File: src/scls_pkg.sv
// Constants, register map and types of the switch, config and status block.
// Assumes a 100 MHz clock and the plain strobe register port.
package scls_pkg;

  // ------------------------------------------------------------
  // Clock and indicator timing
  // ------------------------------------------------------------
  localparam int unsigned SCLS_CLK_HZ       = 100_000_000;
  localparam int unsigned SCLS_PHASE_MS     = 200;
  localparam int unsigned SCLS_PHASE_CYCLES =
    SCLS_PHASE_MS * (SCLS_CLK_HZ / 1000);
  localparam int unsigned SCLS_PHASE_W      = 25;
  localparam int unsigned SCLS_SEQ_W        = 3;
  localparam logic [2:0]  SCLS_SEQ_FIRST    = 3'h0;
  localparam logic [2:0]  SCLS_SEQ_SECOND   = 3'h2;

  // ------------------------------------------------------------
  // Switch decoding
  // ------------------------------------------------------------
  localparam int unsigned SCLS_CH          = 16;
  localparam logic [3:0]  SCLS_DIGIT_MAX   = 4'h9;
  localparam logic [7:0]  SCLS_NODE_MAX    = 8'h63;
  localparam logic [7:0]  SCLS_NODE_FWUPD  = 8'h00;
  localparam int unsigned SCLS_PAIR_BIT    = 3;
  localparam int unsigned SCLS_NODE_W      = 7;
  localparam logic [9:0]  SCLS_RATE_KBPS [8] = '{
    10'h00A, 10'h014, 10'h032, 10'h07D,
    10'h0FA, 10'h1F4, 10'h320, 10'h3E8
  };

  // ------------------------------------------------------------
  // Register map
  // ------------------------------------------------------------
  localparam logic [7:0] SCLS_CONFIG_ADDR   = 8'h00;
  localparam logic [7:0] SCLS_NMT_ADDR      = 8'h04;
  localparam logic [7:0] SCLS_ERROR_ADDR    = 8'h08;
  localparam logic [7:0] SCLS_POLARITY_ADDR = 8'h0C;
  localparam logic [7:0] SCLS_INPUT_ADDR    = 8'h10;
  localparam logic [7:0] SCLS_PAIR_ADDR     = 8'h14;
  localparam logic [7:0] SCLS_TERM_ADDR     = 8'h18;
  localparam logic [7:0] SCLS_IRQ_STAT_ADDR = 8'h1C;
  localparam logic [7:0] SCLS_IRQ_CLR_ADDR  = 8'h20;
  localparam logic [7:0] SCLS_IRQ_EN_ADDR   = 8'h24;

  // Config word fields
  localparam int unsigned SCLS_CFG_RATE_LSB  = 8;
  localparam int unsigned SCLS_CFG_PAIR_BIT  = 12;
  localparam int unsigned SCLS_CFG_FWUPD_BIT = 13;
  localparam int unsigned SCLS_CFG_VALID_BIT = 14;
  localparam int unsigned SCLS_CFG_KBPS_LSB  = 16;

  // Interrupt events
  localparam int unsigned SCLS_IRQ_W       = 3;
  localparam int unsigned SCLS_IRQ_INPUT   = 0;
  localparam int unsigned SCLS_IRQ_NMT     = 1;
  localparam int unsigned SCLS_IRQ_ERROR   = 2;

  // ------------------------------------------------------------
  // Types
  // ------------------------------------------------------------
  typedef enum logic [1:0] {
    NMT_NONOP, NMT_STOPPED, NMT_PREOP, NMT_OPER
  } scls_nmt_t;

  typedef enum logic [1:0] {
    ERR_NONE, ERR_WARNING, ERR_GUARD, ERR_BUSOFF
  } scls_err_t;

  typedef enum logic [2:0] {
    PAT_OFF, PAT_ON, PAT_BLINK, PAT_SINGLE, PAT_DOUBLE
  } scls_pat_t;

endpackage

File: src/scls_led_if.sv
// Link between the indicator sequencer and one pattern generator.
// Assumes the phase tick is a one-cycle pulse in the shared clock domain.
`timescale 1ns/100ps
interface scls_led_if;
  import scls_pkg::*;
  logic      tick;
  scls_pat_t mode;
  logic      led;

  modport gen (
    input  tick,
    input  mode,
    output led
  );
  modport user (
    output tick,
    output mode,
    input  led
  );
endinterface

File: src/scls_pattern.sv
// Indicator pattern generator: off, lit, blink, single and double flash.
// Assumes one tick per 200 ms phase; a group spans eight phases.
`timescale 1ns/100ps
module scls_pattern
  import scls_pkg::*;
(
  input  wire logic  clk,
  input  wire logic  resetn,
  scls_led_if.gen    lif
);

  logic [SCLS_SEQ_W-1:0] phase_reg;
  logic                  led_reg;
  logic                  led_next;

  // ------------------------------------------------------------
  // Phase counter
  // ------------------------------------------------------------
  // Wraps by itself, so all indicators stay in step.
  always_ff @(posedge clk or negedge resetn) begin
    if (!resetn) begin
      phase_reg <= '0;
    end else if (lif.tick) begin
      phase_reg <= phase_reg + 1'b1;
    end
  end

  // ------------------------------------------------------------
  // Pattern
  // ------------------------------------------------------------
  // Flashes are one phase on; a single then pauses seven phases, a double one phase between flashes and five after.
  always_comb begin
    case (lif.mode)
      PAT_ON:     led_next = 1'b1;
      PAT_BLINK:  led_next = ~phase_reg[0];
      PAT_SINGLE: led_next = (phase_reg == SCLS_SEQ_FIRST);
      PAT_DOUBLE: led_next = (phase_reg == SCLS_SEQ_FIRST) ||
                             (phase_reg == SCLS_SEQ_SECOND);
      default:    led_next = 1'b0;
    endcase
  end

  always_ff @(posedge clk or negedge resetn) begin
    if (!resetn) begin
      led_reg <= 1'b0;
    end else begin
      led_reg <= led_next;
    end
  end

  assign lif.led = led_reg;

endmodule

File: src/scls_top.sv
// Switch decoding, pairing mode, indicator and status logic of a
// 16-channel input slave. Assumes switch and input pins are synchronous
// to clk and that the protocol firmware drives the register port.
//
// What this block does
// - Node identifier is tens switch times ten plus units switch.
// - Identifiers one through 99 are valid for normal slave operation.
// - Identifier zero selects firmware update mode, not slave operation.
// - Rate switch 0 to 7 is normal, 8 to F is pairing.
// - Low three rate bits pick 10 to 1000 kbps, same in both modes.
// - Pairing mode enters Operational by itself, no start command needed.
// - In pairing, each active input switches on the partner's same output.
// - Run light: dark, single flash, blink, lit by state.
// - Error light: dark, single flash, double flash, lit by error state.
// - Termination light is lit while the terminator is enabled.
// - Channel lights show raw input level, ignoring polarity inversion.
// - Per-channel input polarity can be inverted by software.
`timescale 1ns/100ps
module scls_top
  import scls_pkg::*;
#(
  parameter int unsigned PHASE_CYCLES = SCLS_PHASE_CYCLES
)
(
  input  wire logic                   clk,
  input  wire logic                   resetn,
  input  wire logic [3:0]             node_tens_sw,
  input  wire logic [3:0]             node_units_sw,
  input  wire logic [3:0]             rate_sw,
  input  wire logic [SCLS_CH-1:0]     input_channel,
  input  wire logic [7:0]             addr,
  input  wire logic [31:0]            wdata,
  input  wire logic                   wr_stb,
  input  wire logic                   rd_stb,
  output logic      [31:0]            rdata,
  output logic [SCLS_NODE_W-1:0]      node_id,
  output logic      [2:0]             rate_code,
  output logic      [9:0]             rate_kbps,
  output logic                        pair_mode,
  output logic                        fw_update,
  output logic                        node_valid,
  output logic [SCLS_CH-1:0]          input_value,
  output logic [SCLS_CH-1:0]          pair_out,
  output logic                        term_enable,
  output logic                        supply_indicator,
  output logic                        run_led,
  output logic                        err_led,
  output logic                        term_led,
  output logic [SCLS_CH-1:0]          input_channel_led,
  output logic                        irq
);

  // ------------------------------------------------------------
  // Declarations
  // ------------------------------------------------------------
  logic                   sampled_reg;
  logic [SCLS_NODE_W-1:0] node_reg;
  logic [2:0]             rate_reg;
  logic                   pair_reg;
  logic                   fwupd_reg;
  logic                   valid_reg;
  logic [7:0]             node_sum;
  logic                   digits_ok;
  scls_nmt_t              nmt_reg;
  scls_nmt_t              nmt_next;
  scls_err_t              err_reg;
  logic [SCLS_CH-1:0]     polarity_reg;
  logic [SCLS_CH-1:0]     raw_reg;
  logic [SCLS_CH-1:0]     value_reg;
  logic [SCLS_CH-1:0]     pair_out_reg;
  logic                   term_reg;
  logic [SCLS_IRQ_W-1:0]  irq_stat_reg;
  logic [SCLS_IRQ_W-1:0]  irq_en_reg;
  logic [SCLS_IRQ_W-1:0]  irq_event;
  logic [SCLS_IRQ_W-1:0]  irq_clear;
  logic [31:0]            rdata_reg;
  logic [31:0]            rd_word;
  logic [31:0]            cfg_word;
  logic [SCLS_PHASE_W-1:0] phase_cnt_reg;
  logic                   phase_tick;
  logic                   nmt_changed;
  logic                   err_changed;

  scls_led_if run_if ();
  scls_led_if err_if ();

  // ------------------------------------------------------------
  // Switch decoding
  // ------------------------------------------------------------
  // Tens digit times ten is built from two shifts.
  assign node_sum  = ({4'h0, node_tens_sw} << 3) +
                     ({4'h0, node_tens_sw} << 1) +
                     {4'h0, node_units_sw};
  assign digits_ok = (node_tens_sw <= SCLS_DIGIT_MAX) &&
                     (node_units_sw <= SCLS_DIGIT_MAX);

  // Captured once; turning a switch later has no effect until reset.
  always_ff @(posedge clk or negedge resetn) begin
    if (!resetn) begin
      sampled_reg <= 1'b0;
      node_reg    <= '0;
      rate_reg    <= '0;
      pair_reg    <= 1'b0;
      fwupd_reg   <= 1'b0;
      valid_reg   <= 1'b0;
    end else if (!sampled_reg) begin
      sampled_reg <= 1'b1;
      node_reg    <= node_sum[SCLS_NODE_W-1:0];
      rate_reg    <= rate_sw[2:0];
      pair_reg    <= rate_sw[SCLS_PAIR_BIT];
      fwupd_reg   <= digits_ok && (node_sum == SCLS_NODE_FWUPD);
      valid_reg   <= digits_ok && (node_sum != SCLS_NODE_FWUPD) &&
                     (node_sum <= SCLS_NODE_MAX);
    end
  end

  assign node_id    = node_reg;
  assign rate_code  = rate_reg;
  assign rate_kbps  = SCLS_RATE_KBPS[rate_reg];
  assign pair_mode  = pair_reg;
  assign fw_update  = fwupd_reg;
  assign node_valid = valid_reg;

  // ------------------------------------------------------------
  // Network state
  // ------------------------------------------------------------
  // Pairing jumps straight to Operational once the switches are in;
  // a pair has no master to send the start command.
  always_comb begin
    nmt_next = nmt_reg;
    if (!sampled_reg) begin
      nmt_next = NMT_NONOP;
    end else if (nmt_reg == NMT_NONOP && pair_reg && valid_reg) begin
      nmt_next = NMT_OPER;
    end else if (wr_stb && addr == SCLS_NMT_ADDR && valid_reg) begin
      nmt_next = scls_nmt_t'(wdata[1:0]);
    end
  end

  always_ff @(posedge clk or negedge resetn) begin
    if (!resetn) begin
      nmt_reg <= NMT_NONOP;
    end else begin
      nmt_reg <= nmt_next;
    end
  end

  assign nmt_changed = (nmt_next != nmt_reg);

  always_ff @(posedge clk or negedge resetn) begin
    if (!resetn) begin
      err_reg <= ERR_NONE;
    end else if (wr_stb && addr == SCLS_ERROR_ADDR) begin
      err_reg <= scls_err_t'(wdata[1:0]);
    end
  end

  assign err_changed = wr_stb && (addr == SCLS_ERROR_ADDR) &&
                       (scls_err_t'(wdata[1:0]) != err_reg);

  // ------------------------------------------------------------
  // Inputs, polarity and pairing outputs
  // ------------------------------------------------------------
  always_ff @(posedge clk or negedge resetn) begin
    if (!resetn) begin
      polarity_reg <= '0;
      term_reg     <= 1'b0;
    end else if (wr_stb) begin
      if (addr == SCLS_POLARITY_ADDR) begin
        polarity_reg <= wdata[SCLS_CH-1:0];
      end else if (addr == SCLS_TERM_ADDR) begin
        term_reg <= wdata[0];
      end
    end
  end

  // The partner follows the raw ON level, not the inverted value.
  always_ff @(posedge clk or negedge resetn) begin
    if (!resetn) begin
      raw_reg      <= '0;
      value_reg    <= '0;
      pair_out_reg <= '0;
    end else begin
      raw_reg      <= input_channel;
      value_reg    <= input_channel ^ polarity_reg;
      pair_out_reg <= (pair_reg && nmt_reg == NMT_OPER) ?
                      input_channel : '0;
    end
  end

  assign input_value       = value_reg;
  assign pair_out          = pair_out_reg;
  assign input_channel_led = raw_reg;
  assign term_enable       = term_reg;
  assign term_led          = term_reg;
  assign supply_indicator  = 1'b1;

  // ------------------------------------------------------------
  // Indicators
  // ------------------------------------------------------------
  always_ff @(posedge clk or negedge resetn) begin
    if (!resetn) begin
      phase_cnt_reg <= '0;
    end else if (phase_tick) begin
      phase_cnt_reg <= '0;
    end else begin
      phase_cnt_reg <= phase_cnt_reg + 1'b1;
    end
  end

  assign phase_tick = (phase_cnt_reg ==
                       SCLS_PHASE_W'(PHASE_CYCLES - 1));
  assign run_if.tick = phase_tick;
  assign err_if.tick = phase_tick;

  always_comb begin
    case (nmt_reg)
      NMT_STOPPED: run_if.mode = PAT_SINGLE;
      NMT_PREOP:   run_if.mode = PAT_BLINK;
      NMT_OPER:    run_if.mode = PAT_ON;
      default:     run_if.mode = PAT_OFF;
    endcase
  end

  always_comb begin
    case (err_reg)
      ERR_WARNING: err_if.mode = PAT_SINGLE;
      ERR_GUARD:   err_if.mode = PAT_DOUBLE;
      ERR_BUSOFF:  err_if.mode = PAT_ON;
      default:     err_if.mode = PAT_OFF;
    endcase
  end

  scls_pattern run_gen (
    .clk    (clk),
    .resetn (resetn),
    .lif    (run_if)
  );

  scls_pattern err_gen (
    .clk    (clk),
    .resetn (resetn),
    .lif    (err_if)
  );

  assign run_led = run_if.led;
  assign err_led = err_if.led;

  // ------------------------------------------------------------
  // Interrupts
  // ------------------------------------------------------------
  assign irq_event[SCLS_IRQ_INPUT] = (input_channel != raw_reg);
  assign irq_event[SCLS_IRQ_NMT]   = nmt_changed;
  assign irq_event[SCLS_IRQ_ERROR] = err_changed;
  assign irq_clear = (wr_stb && addr == SCLS_IRQ_CLR_ADDR) ?
                     wdata[SCLS_IRQ_W-1:0] : '0;

  // A new event beats a clear in the same cycle.
  always_ff @(posedge clk or negedge resetn) begin
    if (!resetn) begin
      irq_stat_reg <= '0;
    end else begin
      irq_stat_reg <= (irq_stat_reg & ~irq_clear) | irq_event;
    end
  end

  always_ff @(posedge clk or negedge resetn) begin
    if (!resetn) begin
      irq_en_reg <= '0;
    end else if (wr_stb && addr == SCLS_IRQ_EN_ADDR) begin
      irq_en_reg <= wdata[SCLS_IRQ_W-1:0];
    end
  end

  assign irq = |(irq_stat_reg & irq_en_reg);

  // ------------------------------------------------------------
  // Register read
  // ------------------------------------------------------------
  always_comb begin
    cfg_word = '0;
    cfg_word[SCLS_NODE_W-1:0] = node_reg;
    cfg_word[SCLS_CFG_RATE_LSB +: 3] = rate_reg;
    cfg_word[SCLS_CFG_PAIR_BIT]  = pair_reg;
    cfg_word[SCLS_CFG_FWUPD_BIT] = fwupd_reg;
    cfg_word[SCLS_CFG_VALID_BIT] = valid_reg;
    cfg_word[SCLS_CFG_KBPS_LSB +: 10] = SCLS_RATE_KBPS[rate_reg];
  end

  // Write-only and unmapped addresses read as zero.
  always_comb begin
    rd_word = '0;
    if (addr == SCLS_CONFIG_ADDR) begin
      rd_word = cfg_word;
    end else if (addr == SCLS_NMT_ADDR) begin
      rd_word = {30'h0, nmt_reg};
    end else if (addr == SCLS_ERROR_ADDR) begin
      rd_word = {30'h0, err_reg};
    end else if (addr == SCLS_POLARITY_ADDR) begin
      rd_word = {16'h0, polarity_reg};
    end else if (addr == SCLS_INPUT_ADDR) begin
      rd_word = {raw_reg, value_reg};
    end else if (addr == SCLS_PAIR_ADDR) begin
      rd_word = {16'h0, pair_out_reg};
    end else if (addr == SCLS_TERM_ADDR) begin
      rd_word = {31'h0, term_reg};
    end else if (addr == SCLS_IRQ_STAT_ADDR) begin
      rd_word = {29'h0, irq_stat_reg};
    end else if (addr == SCLS_IRQ_EN_ADDR) begin
      rd_word = {29'h0, irq_en_reg};
    end
  end

  always_ff @(posedge clk or negedge resetn) begin
    if (!resetn) begin
      rdata_reg <= '0;
    end else if (rd_stb) begin
      rdata_reg <= rd_word;
    end else begin
      rdata_reg <= '0;
    end
  end

  assign rdata = rdata_reg;

endmodule

File: config.mk
export PLATFORM = sky130hd
export DESIGN_NAME = scls_top
export DESIGN_NICKNAME = d
export VERILOG_FILES = /design/src/scls_pkg.sv /design/src/scls_led_if.sv /design/src/scls_pattern.sv /design/src/scls_top.sv
export SDC_FILE = /design/constraint.sdc
export NUM_CORES = 1
export LEC_CHECK = 0
export BUFFER_PORTS_ARGS = -buffer_cell sky130_fd_sc_hd__buf_4
export CORE_ASPECT_RATIO = 2
export CORE_MARGIN = 8
export CORE_UTILIZATION = 59
export CTS_BUF_LIST = sky130_fd_sc_hd__clkbuf_4
export CTS_CLUSTER_DIAMETER = 120
export DETAILED_ROUTE_END_ITERATION = 8
export PLACE_DENSITY = 0.94
export SLEW_MARGIN = 20
export SYNTH_ARGS = -nofsm -noshare
export SYNTH_HDL_FRONTEND = slang
export SYNTH_HIERARCHICAL = 1
export SYNTH_SLANG_ARGS = --single-unit
File: constraint.sdc
create_clock -name clk -period 3.9 [get_ports clk]
set_input_delay 0.39 -clock clk [delete_from_list [all_inputs] [get_ports clk]]
set_output_delay 0.39 -clock clk [all_outputs]
set_load 0.01 [all_outputs]
Yosys cells after proc, flatten, opt, wreduce, memory -nomap -nowiden. Memory sizes are Yosys's and may differ from the RTL's. Index checks and enable logic that the tools add are counted.

Bits in registers: 154. Bits in read-only memories: 80. Input port bits: 72. Output and inout bits: 109. Word-level logic and storage cells: 115. Memories: 1.

Add/subtract/negate cells: 5. $lt $le $gt $ge: 4. Eq/ne operators: 29. Multiplexer cells: 22. Bitwise gates (word level): 9. Reduce and logical (&&, ||, !) cells: 24.

Memories: (no name shown) (depth 8, bits a word 10, read ports 1, clocked after Yosys merged registers in 0, write ports 0, line scls_top.sv:287) `cfg_word[SCLS_CFG_KBPS_LSB +: 10] = SCLS_RATE_KBPS[rate_reg];`.

Operators with widths (number): $mux W32 (6); $eq A8 B5 Y1 const B (4); $mux W16 (2); $add A25 B1 Y25 const B (1); $eq A25 B25 Y1 const B (1); $mux W25 (1); $mux W10 (2); $eq A8 B4 Y1 const B (2); $eq A8 B6 Y1 const B (2); $logic_not A8 Y1 (2); $ne A16 B16 Y1 (1); $xor A16 B16 Y16 (1); $logic_and A1 B1 Y1 (13); $eq A2 B2 Y1 const B (6); $eq A3 B2 Y1 const B (4); $mux W3 (4); $pmux W3 S3 (1); $add A7 B5 Y8 (1); $add A8 B4 Y8 (1); $eq A8 B3 Y1 const B (1); $le A4 B4 Y1 const B (2); $le A8 B7 Y1 const B (1); $pmux W1 S4 (2); $reduce_bool A8 Y1 (1); 20 further kinds (31).

Depth between registers and ports, before layout.
Depth after elaboration: 11. Depth in mapped cells: 9. Depth with buffers taken out: 9.

Cells and area by module. The synthesis kept the hierarchy.

Modules (own cells, without submodules): scls_top (instances 1, cells each 582, area an instance 6700.2 sq um, seq. area each 3653.5 sq um); scls_pattern (instances 2, cells each 21, area an instance 225.2 sq um, seq. area each 100.1 sq um).

Worst setup path before layout. OpenSTA, ideal clock, no wires.

Kind: input -> register. Start: in node_tens_sw[0]. End: reg valid_reg (netlist: node_valid). Setup time: 0.122 ns. Data arrival time: 2.500 ns. Data required time: 3.778 ns. Path slack: 1.278 ns. Stages on the path: 9. Cells stage by stage: inv_1 -> fa_1 -> inv_1 -> fa_1 -> a21o_1 -> a21oi_1 -> xnor2_1 -> or3_1 -> a32o_1.

Word-level cells in the longest chain between the ends: 5. Elaborated cells between the ends (all ways): 8. Classes of those cells: add/sub (2); order compare (2); reduce/logical (4).

RTL lines: from (decl) (line scls_top.sv:27) `input wire logic [3:0] node_tens_sw,`; parallel branches: the longest is 4 deep, another holds $add A7 B5 Y8; $logic_and A1 B1 Y1 * (line scls_top.sv:112) `valid_reg <= digits_ok && (node_sum != SCLS_NODE_FWUPD) &&`; to (signal assigned) (line scls_top.sv:112); to (decl) (line scls_top.sv:61) `logic valid_reg;`.

Every way passes the cells marked *. A chain may end at the register's enable or synchronous reset.

Worst setup path after layout. Ends and elaborated chain as after synthesis.

==> flow_metrics.tcl <==
set metrics [dict create \
    cts_setup_buffers 0 \
    antenna_found_initial 0 \
    ir_drop_mv 0.2898 \
    met2_length_mm 9.769 \
    end_kind "flop" \
    fin_crit_ns 2.310 \
    layout-drive-gt1-share_pct 29.72 \
    dp_hpwl_mm 14.17 \
    async_flop_share_pct 100.0 \
    path_max_fanout 4 \
    yosysUniqueCellTypes 60 \
    post-route-util_pct 74.61 \
    avgSynthCellArea_um2 11.46 \
    wl_met3_mm 2.104 \
    largest_reg_flops 32 \
    drt_iter0_markers 417 \
    route.vias.total 5832 \
    worst_pin_slew_ns 1.114 \
    pin_count 181 \
    top_layer_used "met4" \
    tritoncts "done" \
    finalSetupViolations 0 \
    synth_edf_count 0 \
    cts_buffers 17 \
    fill_cells 752 \
    yosys_warnings 6 \
    final_cells 968 \
    viasPerCell 6.025 \
    num_rows 57 \
    die_x_um 93.85 \
    worst_slack_ns 1.590 \
    dpl_cell_area_um2 8507 \
    path_clk_slew_ns 0.15 \
    drt-met1-wl_mm 7.360 \
    p_per_area_nw_per_um2 350.8 \
    hold_slack_ns 0.04396 \
    finalHoldViolations 0 \
    ys_seq_elements 154 \
    grt_overflow_total 0 \
    core_area_um2 11980 \
    tns_ns 0 \
    fp.dieH_um 171.7 \
    diodes 0 \
    fin_nets 903 \
    grt_pass1_wl_mm 31.13 \
    dieArea_um2 16110 \
    multi_input_area_um2 3098 \
    power_frac_clock_pct 29.0 \
    initial_core_util_pct 59.68 \
    status "completed" \
    worst_skew_pair.late_latency_ns 0.57 \
    leakage_nw 4.409 \
    grt_max_degree 110 \
    clock-root-buffer "clkbuf_4" \
    ys_seq_area_share_pct 53.89 \
    hold_depth 2 \
    hold_path.class "input pin to flop" \
    routed_wl_mm 20.07 \
    postRouteAntennaNets 0 \
    netlist_instances 624 \
    cts-htree-levels 4 \
    required_ns 4.35 \
    syn_area_um2 7151 \
    max_clock_freq_ghz 0.4330 \
    place_inst 919 \
    syn_to_final_growth_pct 25.02 \
    crit_arrival_ns 2.76 \
    drtPass1Iterations 6 \
    cts_sinks 154 \
    drc 0 \
    combPwrFrac_pct 15.4 \
    finClkSkew_ns 0.02654 \
    cp-start-kind "input pin" \
    rsz0062_at_grt "no" \
    wire_per_inst_um 20.73 \
    regArea_um2 3854 \
    grt_pass1_vias 6085 \
    fin_area_um2 8940 \
    cts.path.max_buffers 2 \
    ys.flop_type "dfrtp_1" \
    power.total_mw 3.136 \
    cap_violations 0 \
    path_class "input pin to flop" \
    p_sw_mw 0.9652 \
    netSwitchingFraction_pct 30.78 \
    pwr-share-seq_pct 55.6 \
    slew_viol_final 0 \
    grtUsageTotal_pct 25.13 \
    gp_congestion 0.8893 \
    pre_cts_ws_ns 1.055 \
    max-slew-margin-rel_pct 25.15 \
    timing.final.crit_share_pct 59.22 \
    p_int_mw 2.171 \
    reg2reg_depth 5 \
    io_buffers 163 \
]
## logic make-up (layout without fill, tap and decap cells)
| family | count (synthesis) | after routing | synth area share (%) |
|---|---|---|---|
| AOI/OAI and AO/OA | 99 | 99 | 9.974 |
| xor gates and xnor gates | 63 | 63 | 7.717 |
| adders and majority gates | 23 | 23 | 4.234 |
| buffers and inverters | 48 | 241 | 2.992 |
| DFF | 154 | 154 | 53.89 |
| muxes | 36 | 36 | 5.634 |
| other | 2 | 6 | 0.1050 |
| and+or+nand+nor | 199 | 199 | 15.45 |
## worst paths after layout
kind / from / to / slack [ns]
worst min-delay path: wdata[11] / polarity_reg[11] / 0.04
worst max register to register: nmt_reg[0] / run_gen/lif.led / 1.83
min in group asynchronous: resetn / phase_cnt_reg[17] / 0.51
worst min register to register: polarity_reg[3] / input_value[3] / 0.48
worst max-delay path: node_tens_sw[0] / node_valid / 1.59
max in group asynchronous: resetn / polarity_reg[9] / 2.56
## routing by layer
metal,up-vias,GRT usage (%)
li1,2558,-
met1,2862,28.96
met2,348,40.40
met3,64,8.348
met4,0,13.06
met5,-,0
## Yosys cell counts (all sizes together), types with 18 or more instances
| cell type | instances | area (um^2) |
|---|---|---|
| xor2 | 46 | 402.9 |
| ha | 21 | 262.8 |
| nand2 | 46 | 182.7 |
| mux2 | 34 | 382.9 |
| nor2 | 46 | 185.2 |
| and3 | 26 | 162.7 |
| o21ai | 18 | 90.09 |
| a22oi | 22 | 165.2 |
| inv | 23 | 86.33 |
| dfrtp | 154 | 3854 |
## critical path, stage by stage
cell and delay [ns]:
buf_4 0.09, inv_1 0.05, fa_1 0.53, inv_1 0.07, fa_1 0.47, a21o_1 0.21
a21oi_1 0.18, xnor2_1 0.14, or3_1 0.39, a32o_1 0.25
## power by group through the flow
stage	clock [mW]	sequential, mW	combinational, mW
floorplan	0	1.77	0.192
global placement	0	1.77	0.447
detailed placement	0	1.77	0.464
CTS	0.922	1.74	0.482
global route	0.989	1.75	0.524
finish	0.908	1.74	0.484
## cell type report
cell class	count	share of cell area [%]
clock buffer	17	1.428
clock inverter	15	1.512
inverter	23	0.9657
multi-input combinational	426	34.65
sequential	154	43.11
tap	147	2.057
timing repair buffer	186	16.28
## layout by cell type, fill, tap and decap left out, types with 3 or more instances in the layout
cell,instances
a211oi_1,6
a21boi_0,8
a21o_1,5
a21oi_1,13
a222oi_1,3
a22o_1,6
a22oi_1,22
a32o_1,4
and2_1,7
and3_1,26
and4_1,3
buf_4,167
clkbuf_4,17
conb_1,6
dfrtp_1,154
dlygate4sd3_1,17
ha_1,21
inv_1,23
inv_6,5
inv_8,3
mux2_2,34
nand2_1,44
nand3_1,17
nand4_1,7
nor2_1,43
nor2b_1,17
nor3_1,5
nor3b_1,3
nor4_1,6
nor4b_1,5
o21ai_0,18
xnor2_1,17
xor2_1,46
## timing repair
item / CTS / global route
hold buffers: 17 / 0
endpoints found under the setup margin: 0 / 0
gates resized for setup: 0 / 0
hold endpoints to repair: 118 / 0
(Power assumes the default switching activity.)
